[config.mk]
export PLATFORM = sky130hd
export DESIGN_NAME = ufa_regs
export DESIGN_NICKNAME = d
export VERILOG_FILES = /design/src/ufa_pkg.sv /design/src/ufa_regs.sv /design/src/ufa_sticky_flag.sv
export SDC_FILE = /design/constraint.sdc
export NUM_CORES = 1
export LEC_CHECK = 0
export ABC_CLOCK_PERIOD_IN_PS = 1600
export BUFFER_PORTS_ARGS = -buffer_cell sky130_fd_sc_hd__buf_2
export CAP_MARGIN = 0
export CORE_AREA = 2 2 77 79
export CTS_CLUSTER_DIAMETER = 40
export DETAILED_ROUTE_END_ITERATION = 8
export DIE_AREA = 0 0 79 81
export GPL_TIMING_DRIVEN = 0
export PLACE_DENSITY_LB_ADDON = 0.15
export SLEW_MARGIN = 20
export SYNTH_ARGS = -nofsm -noshare
export SYNTH_HDL_FRONTEND = slang
export SYNTH_HIERARCHICAL = 1
export SYNTH_SLANG_ARGS = --single-unit
export TNS_END_PERCENT = 5
[constraint.sdc]
create_clock -name I_CORE_CLK -period 1.6 [get_ports I_CORE_CLK]
set_input_delay 0.32 -clock I_CORE_CLK [delete_from_list [all_inputs] [get_ports I_CORE_CLK]]
set_output_delay 0.32 -clock I_CORE_CLK [all_outputs]
set_load 0.03 [all_outputs]
[src/ufa_pkg.sv]
// Purpose: shared constants and types for the usb address/status bank
// Assumes: classic wishbone, 32-bit data, word-aligned registers
// Notes:   register byte address is four times its index
package ufa_pkg;

  // ==========================================================
  // bus geometry
  localparam int ADR_W = 18;
  localparam int DAT_W = 32;
  localparam int IDX_W = 16;

  // ==========================================================
  // register indices (byte address = 4 * index)
  localparam logic [IDX_W-1:0] IDX_EVENT_MASK   = 16'hfffd;
  localparam logic [IDX_W-1:0] IDX_EVENT_STATUS = 16'hfffe;
  localparam logic [IDX_W-1:0] IDX_FUNC_ADDR    = 16'hffff;

  // ==========================================================
  // reset values
  localparam logic [7:0] RST_EVENT_STATUS = 8'h00;
  localparam logic [7:0] RST_EVENT_MASK   = 8'h00;
  localparam logic [6:0] RST_FUNC_ADDR    = 7'h00;

  // ==========================================================
  // field positions
  localparam int FUNC_ADDR_MSB   = 6;
  localparam int BIT_OVERWRITE   = 0;
  localparam int BIT_WAKEUP      = 1;
  localparam int BIT_SETUP       = 2;
  localparam int BIT_RING        = 3;
  localparam int BIT_RSV         = 4;
  localparam int BIT_RESUME      = 5;
  localparam int BIT_SUSPEND     = 6;
  localparam int BIT_PORT_RESET  = 7;
  localparam int STATUS_W        = 8;

  // ==========================================================
  // hardware events from the usb engine and the uart pins
  typedef struct packed {
    logic port_reset;   // host started a port reset (pulse)
    logic suspend;      // suspend condition seen (pulse)
    logic resume;       // resume seen (pulse)
    logic ring_level;   // serial ring-indicate input (level)
    logic setup;        // setup packet stored (pulse)
    logic remote_wake;  // remote wake-up request (pulse)
  } ufa_usb_events_type;

endpackage

[src/ufa_regs.sv]
// Purpose: usb function address and usb event status registers
// Assumes: classic wishbone slave, one clock, inputs synchronous
// Notes:   one wait state per access; unmapped reads return zero
`timescale 1ns/1ns
module ufa_regs (
  // clock, reset, enable
  input  wire logic                       I_CORE_CLK,
  input  wire logic                       I_RESET,
  input  wire logic                       I_CE,
  // wishbone slave
  input  wire logic                       I_WB_CYC,
  input  wire logic                       I_WB_STB,
  input  wire logic                       I_WB_WE,
  input  wire logic [ufa_pkg::ADR_W-1:0]  I_WB_ADR,
  input  wire logic [3:0]                 I_WB_SEL,
  input  wire logic [ufa_pkg::DAT_W-1:0]  I_WB_DAT,
  output logic                            O_WB_ACK,
  output logic [ufa_pkg::DAT_W-1:0]       O_WB_DAT,
  // usb engine events
  input  wire ufa_pkg::ufa_usb_events_type I_EVENTS,
  input  wire logic                       I_USB_FUNC_RESET,
  // results
  output logic                            O_IRQ,
  output logic                            O_EP0_FORCE_NAK,
  output logic [6:0]                      O_FUNC_ADDR,
  output logic                            O_RING_WAKE
);

  // ==========================================================
  // decode helper
  function automatic logic idx_hit(
    input logic [ufa_pkg::ADR_W-1:0] adr,
    input logic [ufa_pkg::IDX_W-1:0] idx
  );
    idx_hit = (adr[ufa_pkg::ADR_W-1:2] == idx);
  endfunction

  // ==========================================================
  // state
  logic                        ack_reg;
  logic                        ack_next;
  logic [ufa_pkg::DAT_W-1:0]   rdat_reg;
  logic [ufa_pkg::DAT_W-1:0]   rdat_next;
  logic [6:0]                  addr_reg;
  logic [6:0]                  addr_next;
  logic [7:0]                  mask_reg;
  logic [7:0]                  mask_next;
  logic                        ring_d_reg;
  logic                        irq_reg;
  logic                        irq_next;
  logic                        nak_reg;
  logic                        nak_next;
  logic                        wake_reg;
  logic                        wake_next;

  // ==========================================================
  // bus decode
  wire req       = I_WB_CYC & I_WB_STB;
  wire take      = req & ack_reg;           // edge the master sees ack
  wire wr_take   = take & I_WB_WE & I_WB_SEL[0];
  wire hit_stat  = idx_hit(I_WB_ADR, ufa_pkg::IDX_EVENT_STATUS);
  wire hit_mask  = idx_hit(I_WB_ADR, ufa_pkg::IDX_EVENT_MASK);
  wire hit_addr  = idx_hit(I_WB_ADR, ufa_pkg::IDX_FUNC_ADDR);
  wire wr_stat   = wr_take & hit_stat;
  wire wr_mask   = wr_take & hit_mask;
  wire wr_addr   = wr_take & hit_addr;

  // ==========================================================
  // event sources
  wire [7:0] status_vec;
  wire       ring_rise = I_EVENTS.ring_level & ~ring_d_reg;
  wire       setup_pend = status_vec[ufa_pkg::BIT_SETUP];

  // hardware set vector, one bit per flag; bit 4 is reserved
  wire [7:0] set_vec;
  assign set_vec[ufa_pkg::BIT_OVERWRITE]  =
    I_EVENTS.setup & setup_pend;
  assign set_vec[ufa_pkg::BIT_WAKEUP]     = I_EVENTS.remote_wake;
  assign set_vec[ufa_pkg::BIT_SETUP]      = I_EVENTS.setup;
  assign set_vec[ufa_pkg::BIT_RING]       = ring_rise;
  assign set_vec[ufa_pkg::BIT_RSV]        = 1'b0;
  assign set_vec[ufa_pkg::BIT_RESUME]     = I_EVENTS.resume;
  assign set_vec[ufa_pkg::BIT_SUSPEND]    = I_EVENTS.suspend;
  assign set_vec[ufa_pkg::BIT_PORT_RESET] = I_EVENTS.port_reset;

  // software only ever clears; write data never reaches a set input
  wire [7:0] clr_vec = wr_stat ? I_WB_DAT[7:0] : 8'h00;

  // next status, mirrored here so outputs track flags without lag
  wire [7:0] status_next = set_vec | (status_vec & ~clr_vec);

  // ==========================================================
  // status flags
  genvar g;
  generate
    for (g = 0; g < ufa_pkg::STATUS_W; g++) begin : g_flag
      ufa_sticky_flag u_flag (
        .i_clk   (I_CORE_CLK),
        .i_reset (I_RESET),
        .i_ce    (I_CE),
        .i_set   (set_vec[g]),
        .i_clear (clr_vec[g]),
        .o_flag  (status_vec[g])
      );
    end
  endgenerate

  // ==========================================================
  // register write paths
  // function reset drops the address but leaves every flag alone
  assign addr_next = I_USB_FUNC_RESET ? ufa_pkg::RST_FUNC_ADDR :
                     wr_addr ? I_WB_DAT[ufa_pkg::FUNC_ADDR_MSB:0] :
                     addr_reg;
  assign mask_next = wr_mask ? I_WB_DAT[7:0] : mask_reg;

  // ==========================================================
  // read mux, registered with ack; reserved bits read zero
  assign rdat_next =
    hit_stat ? {24'h000000, status_vec} :
    hit_mask ? {24'h000000, mask_reg} :
    hit_addr ? {25'h0000000, addr_reg} :
    32'h00000000;

  // one wait state, then ack for exactly one cycle
  assign ack_next = req & ~ack_reg;

  // ==========================================================
  // derived outputs
  assign irq_next  = |(status_next & mask_next);
  assign nak_next  = status_next[ufa_pkg::BIT_SETUP];
  assign wake_next = status_next[ufa_pkg::BIT_RING];

  // ==========================================================
  // bus flops
  always_ff @(posedge I_CORE_CLK or posedge I_RESET) begin
    if (I_RESET) begin
      ack_reg  <= 1'b0;
      rdat_reg <= 32'h00000000;
    end else if (I_CE) begin
      ack_reg  <= ack_next;
      rdat_reg <= rdat_next;
    end
  end

  // register file flops
  always_ff @(posedge I_CORE_CLK or posedge I_RESET) begin
    if (I_RESET) begin
      addr_reg   <= ufa_pkg::RST_FUNC_ADDR;
      mask_reg   <= ufa_pkg::RST_EVENT_MASK;
      ring_d_reg <= 1'b0;
    end else if (I_CE) begin
      addr_reg   <= addr_next;
      mask_reg   <= mask_next;
      ring_d_reg <= I_EVENTS.ring_level;
    end
  end

  // output flops; registered so the pins never glitch
  always_ff @(posedge I_CORE_CLK or posedge I_RESET) begin
    if (I_RESET) begin
      irq_reg  <= 1'b0;
      nak_reg  <= 1'b0;
      wake_reg <= 1'b0;
    end else if (I_CE) begin
      irq_reg  <= irq_next;
      nak_reg  <= nak_next;
      wake_reg <= wake_next;
    end
  end

  assign O_WB_ACK        = ack_reg;
  assign O_WB_DAT        = rdat_reg;
  assign O_FUNC_ADDR     = addr_reg;
  assign O_IRQ           = irq_reg;
  assign O_EP0_FORCE_NAK = nak_reg;
  assign O_RING_WAKE     = wake_reg;

  // ==========================================================
  // checks
  a_addr_write_lands: assert property (
    @(posedge I_CORE_CLK) disable iff (I_RESET)
    (I_CE && wr_addr && !I_USB_FUNC_RESET)
      |=> (addr_reg == $past(I_WB_DAT[6:0]))
  ) else $error("function address write did not land");

  a_flag_hw_only: assert property (
    @(posedge I_CORE_CLK) disable iff (I_RESET)
    (status_vec & ~$past(status_vec)) == 8'h00 ||
      ((status_vec & ~$past(status_vec) & ~$past(set_vec)) == 8'h00)
  ) else $error("status flag rose without a hardware event");

  a_rsv_reads_zero: assert property (
    @(posedge I_CORE_CLK) disable iff (I_RESET)
    !status_vec[ufa_pkg::BIT_RSV]
  ) else $error("reserved status bit is set");

  a_w1c_clears: assert property (
    @(posedge I_CORE_CLK) disable iff (I_RESET)
    (I_CE && wr_stat && I_WB_DAT[ufa_pkg::BIT_WAKEUP]
      && !set_vec[ufa_pkg::BIT_WAKEUP])
      |=> !status_vec[ufa_pkg::BIT_WAKEUP]
  ) else $error("write one did not clear the flag");

  a_w0_keeps: assert property (
    @(posedge I_CORE_CLK) disable iff (I_RESET)
    (I_CE && wr_stat && !I_WB_DAT[ufa_pkg::BIT_SUSPEND]
      && status_vec[ufa_pkg::BIT_SUSPEND])
      |=> status_vec[ufa_pkg::BIT_SUSPEND]
  ) else $error("write zero disturbed a flag");

  a_irq_follows: assert property (
    @(posedge I_CORE_CLK) disable iff (I_RESET)
    $changed(status_vec & mask_reg) && I_CE
      |-> (O_IRQ == |(status_vec & mask_reg))
  ) else $error("interrupt does not match masked flags");

  a_overwrite_set: assert property (
    @(posedge I_CORE_CLK) disable iff (I_RESET)
    (I_CE && I_EVENTS.setup && status_vec[ufa_pkg::BIT_SETUP])
      |=> status_vec[ufa_pkg::BIT_OVERWRITE]
  ) else $error("setup overwrite not flagged");

  a_ep0_nak_held: assert property (
    @(posedge I_CORE_CLK) disable iff (I_RESET)
    status_vec[ufa_pkg::BIT_SETUP] |-> O_EP0_FORCE_NAK
  ) else $error("endpoint 0 not forced to nak");

  a_wake_set: assert property (
    @(posedge I_CORE_CLK) disable iff (I_RESET)
    (I_CE && I_EVENTS.remote_wake) |=> status_vec[ufa_pkg::BIT_WAKEUP]
  ) else $error("remote wake-up not flagged");

  a_ring_edge: assert property (
    @(posedge I_CORE_CLK) disable iff (I_RESET)
    (I_CE && I_EVENTS.ring_level && !ring_d_reg)
      |=> (status_vec[ufa_pkg::BIT_RING] && O_RING_WAKE)
  ) else $error("ring edge not flagged");

  a_port_reset_kept: assert property (
    @(posedge I_CORE_CLK) disable iff (I_RESET)
    (I_USB_FUNC_RESET && status_vec[ufa_pkg::BIT_PORT_RESET]
      && !clr_vec[ufa_pkg::BIT_PORT_RESET])
      |=> status_vec[ufa_pkg::BIT_PORT_RESET]
  ) else $error("function reset cleared the reset flag");

  a_ack_single: assert property (
    @(posedge I_CORE_CLK) disable iff (I_RESET)
    (I_CE && ack_reg) |=> !ack_reg
  ) else $error("ack held longer than one cycle");

  a_ack_needs_req: assert property (
    @(posedge I_CORE_CLK) disable iff (I_RESET)
    (I_CE && !req) |=> !ack_reg
  ) else $error("ack raised without a request");

  a_clear_by_write: assert property (
    @(posedge I_CORE_CLK) disable iff (I_RESET)
    ($past(status_vec) & ~status_vec & ~$past(clr_vec)) == 8'h00
  ) else $error("status flag fell without a write of one");

  a_nak_released: assert property (
    @(posedge I_CORE_CLK) disable iff (I_RESET)
    !status_vec[ufa_pkg::BIT_SETUP] |-> !O_EP0_FORCE_NAK
  ) else $error("endpoint 0 nak held with no setup pending");

  a_wake_follows: assert property (
    @(posedge I_CORE_CLK) disable iff (I_RESET)
    O_RING_WAKE == status_vec[ufa_pkg::BIT_RING]
  ) else $error("ring wake output does not match the ring flag");

  a_resume_set: assert property (
    @(posedge I_CORE_CLK) disable iff (I_RESET)
    (I_CE && I_EVENTS.resume) |=> status_vec[ufa_pkg::BIT_RESUME]
  ) else $error("resume not flagged");

  a_suspend_set: assert property (
    @(posedge I_CORE_CLK) disable iff (I_RESET)
    (I_CE && I_EVENTS.suspend) |=> status_vec[ufa_pkg::BIT_SUSPEND]
  ) else $error("suspend not flagged");

  a_port_reset_set: assert property (
    @(posedge I_CORE_CLK) disable iff (I_RESET)
    (I_CE && I_EVENTS.port_reset)
      |=> status_vec[ufa_pkg::BIT_PORT_RESET]
  ) else $error("port reset not flagged");

  a_addr_func_reset: assert property (
    @(posedge I_CORE_CLK) disable iff (I_RESET)
    (I_CE && I_USB_FUNC_RESET) |=> (addr_reg == ufa_pkg::RST_FUNC_ADDR)
  ) else $error("function reset did not drop the address");

  a_unmapped_zero: assert property (
    @(posedge I_CORE_CLK) disable iff (I_RESET)
    (I_CE && req && !ack_reg && !hit_stat && !hit_mask && !hit_addr)
      |=> (O_WB_DAT == 32'h00000000)
  ) else $error("unmapped read returned nonzero data");

endmodule

[src/ufa_sticky_flag.sv]
// Purpose: one sticky event flag, set by hardware, cleared by software
// Assumes: set and clear are single-cycle strobes on the core clock
// Notes:   a set in the clearing cycle wins so no event is lost
`timescale 1ns/1ns
module ufa_sticky_flag (
  // clock and reset
  input  wire logic i_clk,
  input  wire logic i_reset,
  input  wire logic i_ce,
  // control
  input  wire logic i_set,
  input  wire logic i_clear,
  // state
  output logic      o_flag
);

  // ==========================================================
  // flag storage
  logic flag_reg;
  logic flag_next;

  // set has priority over the write-one clear
  assign flag_next = i_set | (flag_reg & ~i_clear);

  always_ff @(posedge i_clk or posedge i_reset) begin
    if (i_reset) begin
      flag_reg <= 1'b0;
    end else if (i_ce) begin
      flag_reg <= flag_next;
    end
  end

  assign o_flag = flag_reg;

  // ==========================================================
  // checks
  a_set_beats_clear: assert property (
    @(posedge i_clk) disable iff (i_reset)
    (i_ce && i_set && i_clear) |=> flag_reg
  ) else $error("flag lost an event during a clear");

endmodule
; ---- Word level (Yosys, flattened, before mapping)
; Cells that the tools add are included.
[word_totals]
regBits = 60
word_cells = 68
latch_bits = 0
in_bits = 67
output_inout_bits = 43
n_memories = 0
mem_bits_ro = 0
ram_bits = 0
[op_classes]
div = 0
n_reduce_logical = 3
n_mul = 0
n_eq_ne = 3
shifts = 0
bitwise_logic = 39
n_mux = 7
n_lt_le_gt_ge = 0
addsub = 0
[ops]
columns = op, count
row1 = $eq 16x16->1 const B, 3
row2 = $mux 8, 4
row3 = $mux 7, 3
row4 = $and 1x1->1, 18
row5 = $and 8x8->8, 2
row6 = $not 1->1, 10
row7 = $not 8->8, 1
row8 = $or 8x8->8, 1
row9 = $reduce_or 8->1, 1
row10 = $or 1x1->1, 7
row11 = $reduce_and 2->1, 1
row12 = $reduce_bool 2->1, 1

; ---- Depth between registers and ports, before layout
[depth]
word_depth = 11
ltp_mapped = 8
mapped_depth_nobuf = 6

; ---- Hierarchy
; The synthesis kept the hierarchy.
[modules_own_cells]
columns = module, area_per_inst_um2, cells_per_inst, n_inst
row1 = ufa_regs, 1856.8, 190, 1
row2 = ufa_sticky_flag, 41.3, 4, 8

; ---- Least setup slack after synthesis
; No wires, ideal clock.
[synth_path]
kind = input -> register
startpoint = in I_WB_ADR[13] (netlist bit)
endpoint = reg irq_reg, in the netlist O_IRQ
path_stages = 6
setup_ns = 0.138
arrival_ns = 1.839
setup_slack_ns = -0.377
path_buffers = 0
path_cell_list = nand4_2 nor4_4 nand2_2 mux2_4 a2111oi_2 a31oi_1
[synth_via]
elab_chain_cells = 8
word_cells_on_any_way = 11
[synth_rtl]
columns = item, line
row1 = "start, declared", ufa_regs.sv:14  ; input wire logic [ufa_pkg::ADR_W-1:0] I_WB_ADR,
row2 = $eq 16x16->1, ufa_regs.sv:35  ; idx_hit = (adr[ufa_pkg::ADR_W-1:2] == idx);
row3 = $and 1x1->1, ufa_regs.sv:64  ; wire wr_stat = wr_take & hit_stat;
row4 = $mux 8, ufa_regs.sv:87  ; wire [7:0] clr_vec = wr_stat ? I_WB_DAT[7:0] : 8'h00;
row5 = $not 8->8, ufa_regs.sv:90  ; wire [7:0] status_next = set_vec | (status_vec & ~clr_vec);
row6 = $and 8x8->8, ufa_regs.sv:90
row7 = $or 8x8->8, ufa_regs.sv:90
row8 = $and 8x8->8 *, ufa_regs.sv:129  ; assign irq_next = |(status_next & mask_next);
row9 = $reduce_or 8->1 *, ufa_regs.sv:129
row10 = "end signal, assigned", ufa_regs.sv:165  ; irq_reg <= irq_next;
row11 = "end, declared", ufa_regs.sv:49  ; logic irq_reg;
; Every way passes the cells marked *; elsewhere a longest branch is shown, timed or not.
; A chain may end at the register's enable or synchronous reset.

; ---- Worst setup path after layout
[layout_path]
startpoint = in I_WB_ADR[2] (netlist bit)
endpoint = reg irq_reg, in the netlist O_IRQ
; Same word-level chain as after synthesis.

==> run_results.csv <==
group,metric,value,unit
placement,routabilityCongestion,0.8032,
sta,worstMarginPinSlew,625.8,ps
clock_network,cts_tree,"done",
layout,fin_area,0.003049,sq mm
synth,synth_edf_count,0,
detailed_routing,vias_per_cell,4.849,
synth,ys_ff_latch,36,
clock_network,clockBufferDepth,2,
setup_path,crit_arrival,1930,ps
clock_network,cts.sinks,36,
sta,clock_skew,1.739,ps
detailed_routing,antenna_left,0,
synth,synthArstFlopShare,100.0,%
sta,finalSetupViolCount,5,
sta,worst_slack,-162.6,ps
detailed_routing,dr.pass1.iters,4,
floorplan,die_area,0.006399,sq mm
global_routing,grt_pass1_vias,1856,
floorplan,die_x,79,um
flow_run,drv_cap,0,
detailed_routing,route.detailed.drc,0,
sta,min_period,1763,ps
sta,hold_viol_final,0,
setup_path,path_max_fanout,5,
synth,yosysSeqAreaShare,41.19,%
setup_path,worstPathRequired,1770,ps
floorplan,die_h,81,um
sta,slew_headroom,58.22,%
placement,pre_cts_slack,-1042,ps
detailed_routing,wirelength,5929,um
clock_network,insertion_delay,290,ps
floorplan,std_cell_rows,28,
global_routing,antenna_found_initial,0,
setup_path,worstSetupEndpointType,"flip-flop",
layout,final_util,53.73,%
power_and_ir_drop,p_total,0.002025,W
global_routing,grt_max_degree,29,
detailed_routing,drt_iter0_markers,96,
clock_network,clk_pin_slew,70,ps
run_status,status,"finished with violations",
layout,area_growth,39.42,%
global_routing,overflow,0,
sta,fin_crit_sh,110.2,%
power_and_ir_drop,power_density,664.0,mW/mm^2
power_and_ir_drop,p_leak,1.597,nW
synth,syn-mean-instance-area,9.852,sq um
power_and_ir_drop,peakVddDrop,0.4420,mV
synth,synthTopCellsByArea,"dfrtp_1 (41%), buf_4 (8.2%), mux2_2 (5.1%)",
synth,syn_area,0.002187,sq mm
sta,max_freq,567.3,MHz
run_status,violations,"negative setup slack",
global_routing,grt_pass1_wl,9439,um
synth,yosys.cell_types.count,42,
synth,synth_top_cell_area_share,41.19,%
clock_network,cts_max_level,2,
sta,rsz0062_at_grt,"yes",
layout,drive_gt1_share,43.90,%
placement,io_buffers,56,
layout,mostFrequentLayoutCell,"buf_2",
placement,dpl.hpwl,4001,um
sta,report.final.slew_viol_count,0,
layout,layout_common_cells,"buf_2 (54), buf_4 (38), dfrtp_1 (36), inv_1 (28), conb_1 (25)",
synth,yosysWarnings,6,
floorplan,initial_core_util,38.54,%
detailed_routing,via_count,1954,
floorplan,ios,110,
layout,diodes,0,
synth,syn_inst,222,
placement,dpl_cell_area,0.002686,sq mm
setup_path,startpoint_type,"input port",
synth,ys.flop_type,"dfrtp_1",
clock_network,clock-root-buffer,"clkbuf_8",
detailed_routing,wl_per_cell,14.71,um
worst_hold_path,hp-class,"in -> reg",
global_routing,grt.total_usage,19.51,%
floorplan,core,0.005675,sq mm
synth,yosys.area.top_type,"dfrtp_1",
layout,finalNetCount,394,
setup_path,critical_path_class,"in -> reg",
clock_network,cts_made_buffers,5,
cell usage after synthesis (2+ instances only):
cell type / count
a21bo_2: 2
a21boi_0: 2
a21oi_1: 9
a222oi_1: 7
a22o_1: 8
a31oi_1: 3
and2_1: 2
and3_1: 7
buf_4: 24
clkbuf_1: 6
dfrtp_1: 36
inv_1: 29
mux2_2: 10
mux2i_1: 9
nand2_1: 13
nand2b_1: 2
nand3_1: 5
nand3b_1: 7
nand4_1: 2
nand4_2: 2
nand4b_1: 2
nor2_1: 4
nor2b_1: 3
nor4_2: 2
o21ai_0: 9
what timing repair did:
action | in CTS | in global routing
pin swaps | 12 | 8
hold buffers | 1 | 0
gates cloned | 0 | 0
setup endpoints to repair | 35 | 25
buffers inserted | 15 | 2
endpoints found under the hold margin | 8 | 0
gates resized for setup | 20 | 13
kinds of logic after synthesis:
group | Yosys count | share of synthesized area (%)
AOI/OAI and AO/OA | 47 | 16.42
buffers and inverters | 60 | 14.47
DFF | 36 | 41.19
muxes | 20 | 9.954
other | 1 | 0.1715
and+or+nand+nor | 58 | 17.79
worst paths after layout:
path | startpoint | end | slack [ps] | cells past startpoint
max in group asynchronous | I_RESET | O_FUNC_ADDR[2]$_DFFE_PP0P_ | 430 | 3
worst min-delay path | I_EVENTS[2] | ring_d_reg$_DFFE_PP0P_ | 270 | 2
worst max-delay path | I_WB_ADR[2] | O_IRQ$_DFFE_PP0P_ | -160 | 9
worst max register to register | O_WB_ACK$_DFFE_PP0P_ | O_IRQ$_DFFE_PP0P_ | -100 | 6
min in group asynchronous | I_RESET | g_flag[7].u_flag/o_flag$_DFFE_PP0P_ | 510 | 3
worst min register to register | O_WB_DAT[7]$_DFFE_PP0P_ | O_WB_DAT[7]$_DFFE_PP0P_ | 500 | 1
worst max-delay path, cell delays in order:
cell and delay (ps):
buf_6 90, nand4b_1 190, buf_4 170, nor4_4 220, buf_4 180, a31oi_1 90, o22a_1 230, a2111oi_4 320
a31oi_1 120
per-stage QoR:
stage / hold slack (ps) / instances / TNS [ps]
2_1_floorplan: 48.71 / 246 / -2773
3_3_place_gp: 268.3 / 377 / -24550
3_5_place_dp: 279.7 / 377 / -25200
4_1_cts: 264.2 / 401 / -212.8
5_1_grt: 266.0 / 403 / -1335
6_report: 272.9 / 403 / -209.6
metal layers:
metal  vias to the layer above  GRT usage [%]  wire length [um]
li1                        956              -                 -
met3                         6          4.111               468
met4                         0          5.517                70
met1                       916          23.46              2392
met2                        76          35.34              2998
met5                         -              0                 0
area by class of cell:
type | instances | area, sq um
inverters | 29 | 108.9
clock buffers | 8 | 90.09
plain buffers | 31 | 231.5
repair buffers | 74 | 441.7
fillers | 553 | 2626
flip-flops and latches | 36 | 900.9
multi-input cells | 150 | 1182
well taps | 75 | 93.84
where the power goes:
| part | switching (W) | total [W] | internal (W) |
|---|---|---|---|
| Sequential | 0.0000206 | 0.000956 | 0.000936 |
| Clock | 0.000320 | 0.000671 | 0.000351 |
| Combinational | 0.000258 | 0.000397 | 0.000139 |
Note: power is estimated with default switching activity, not from simulation.
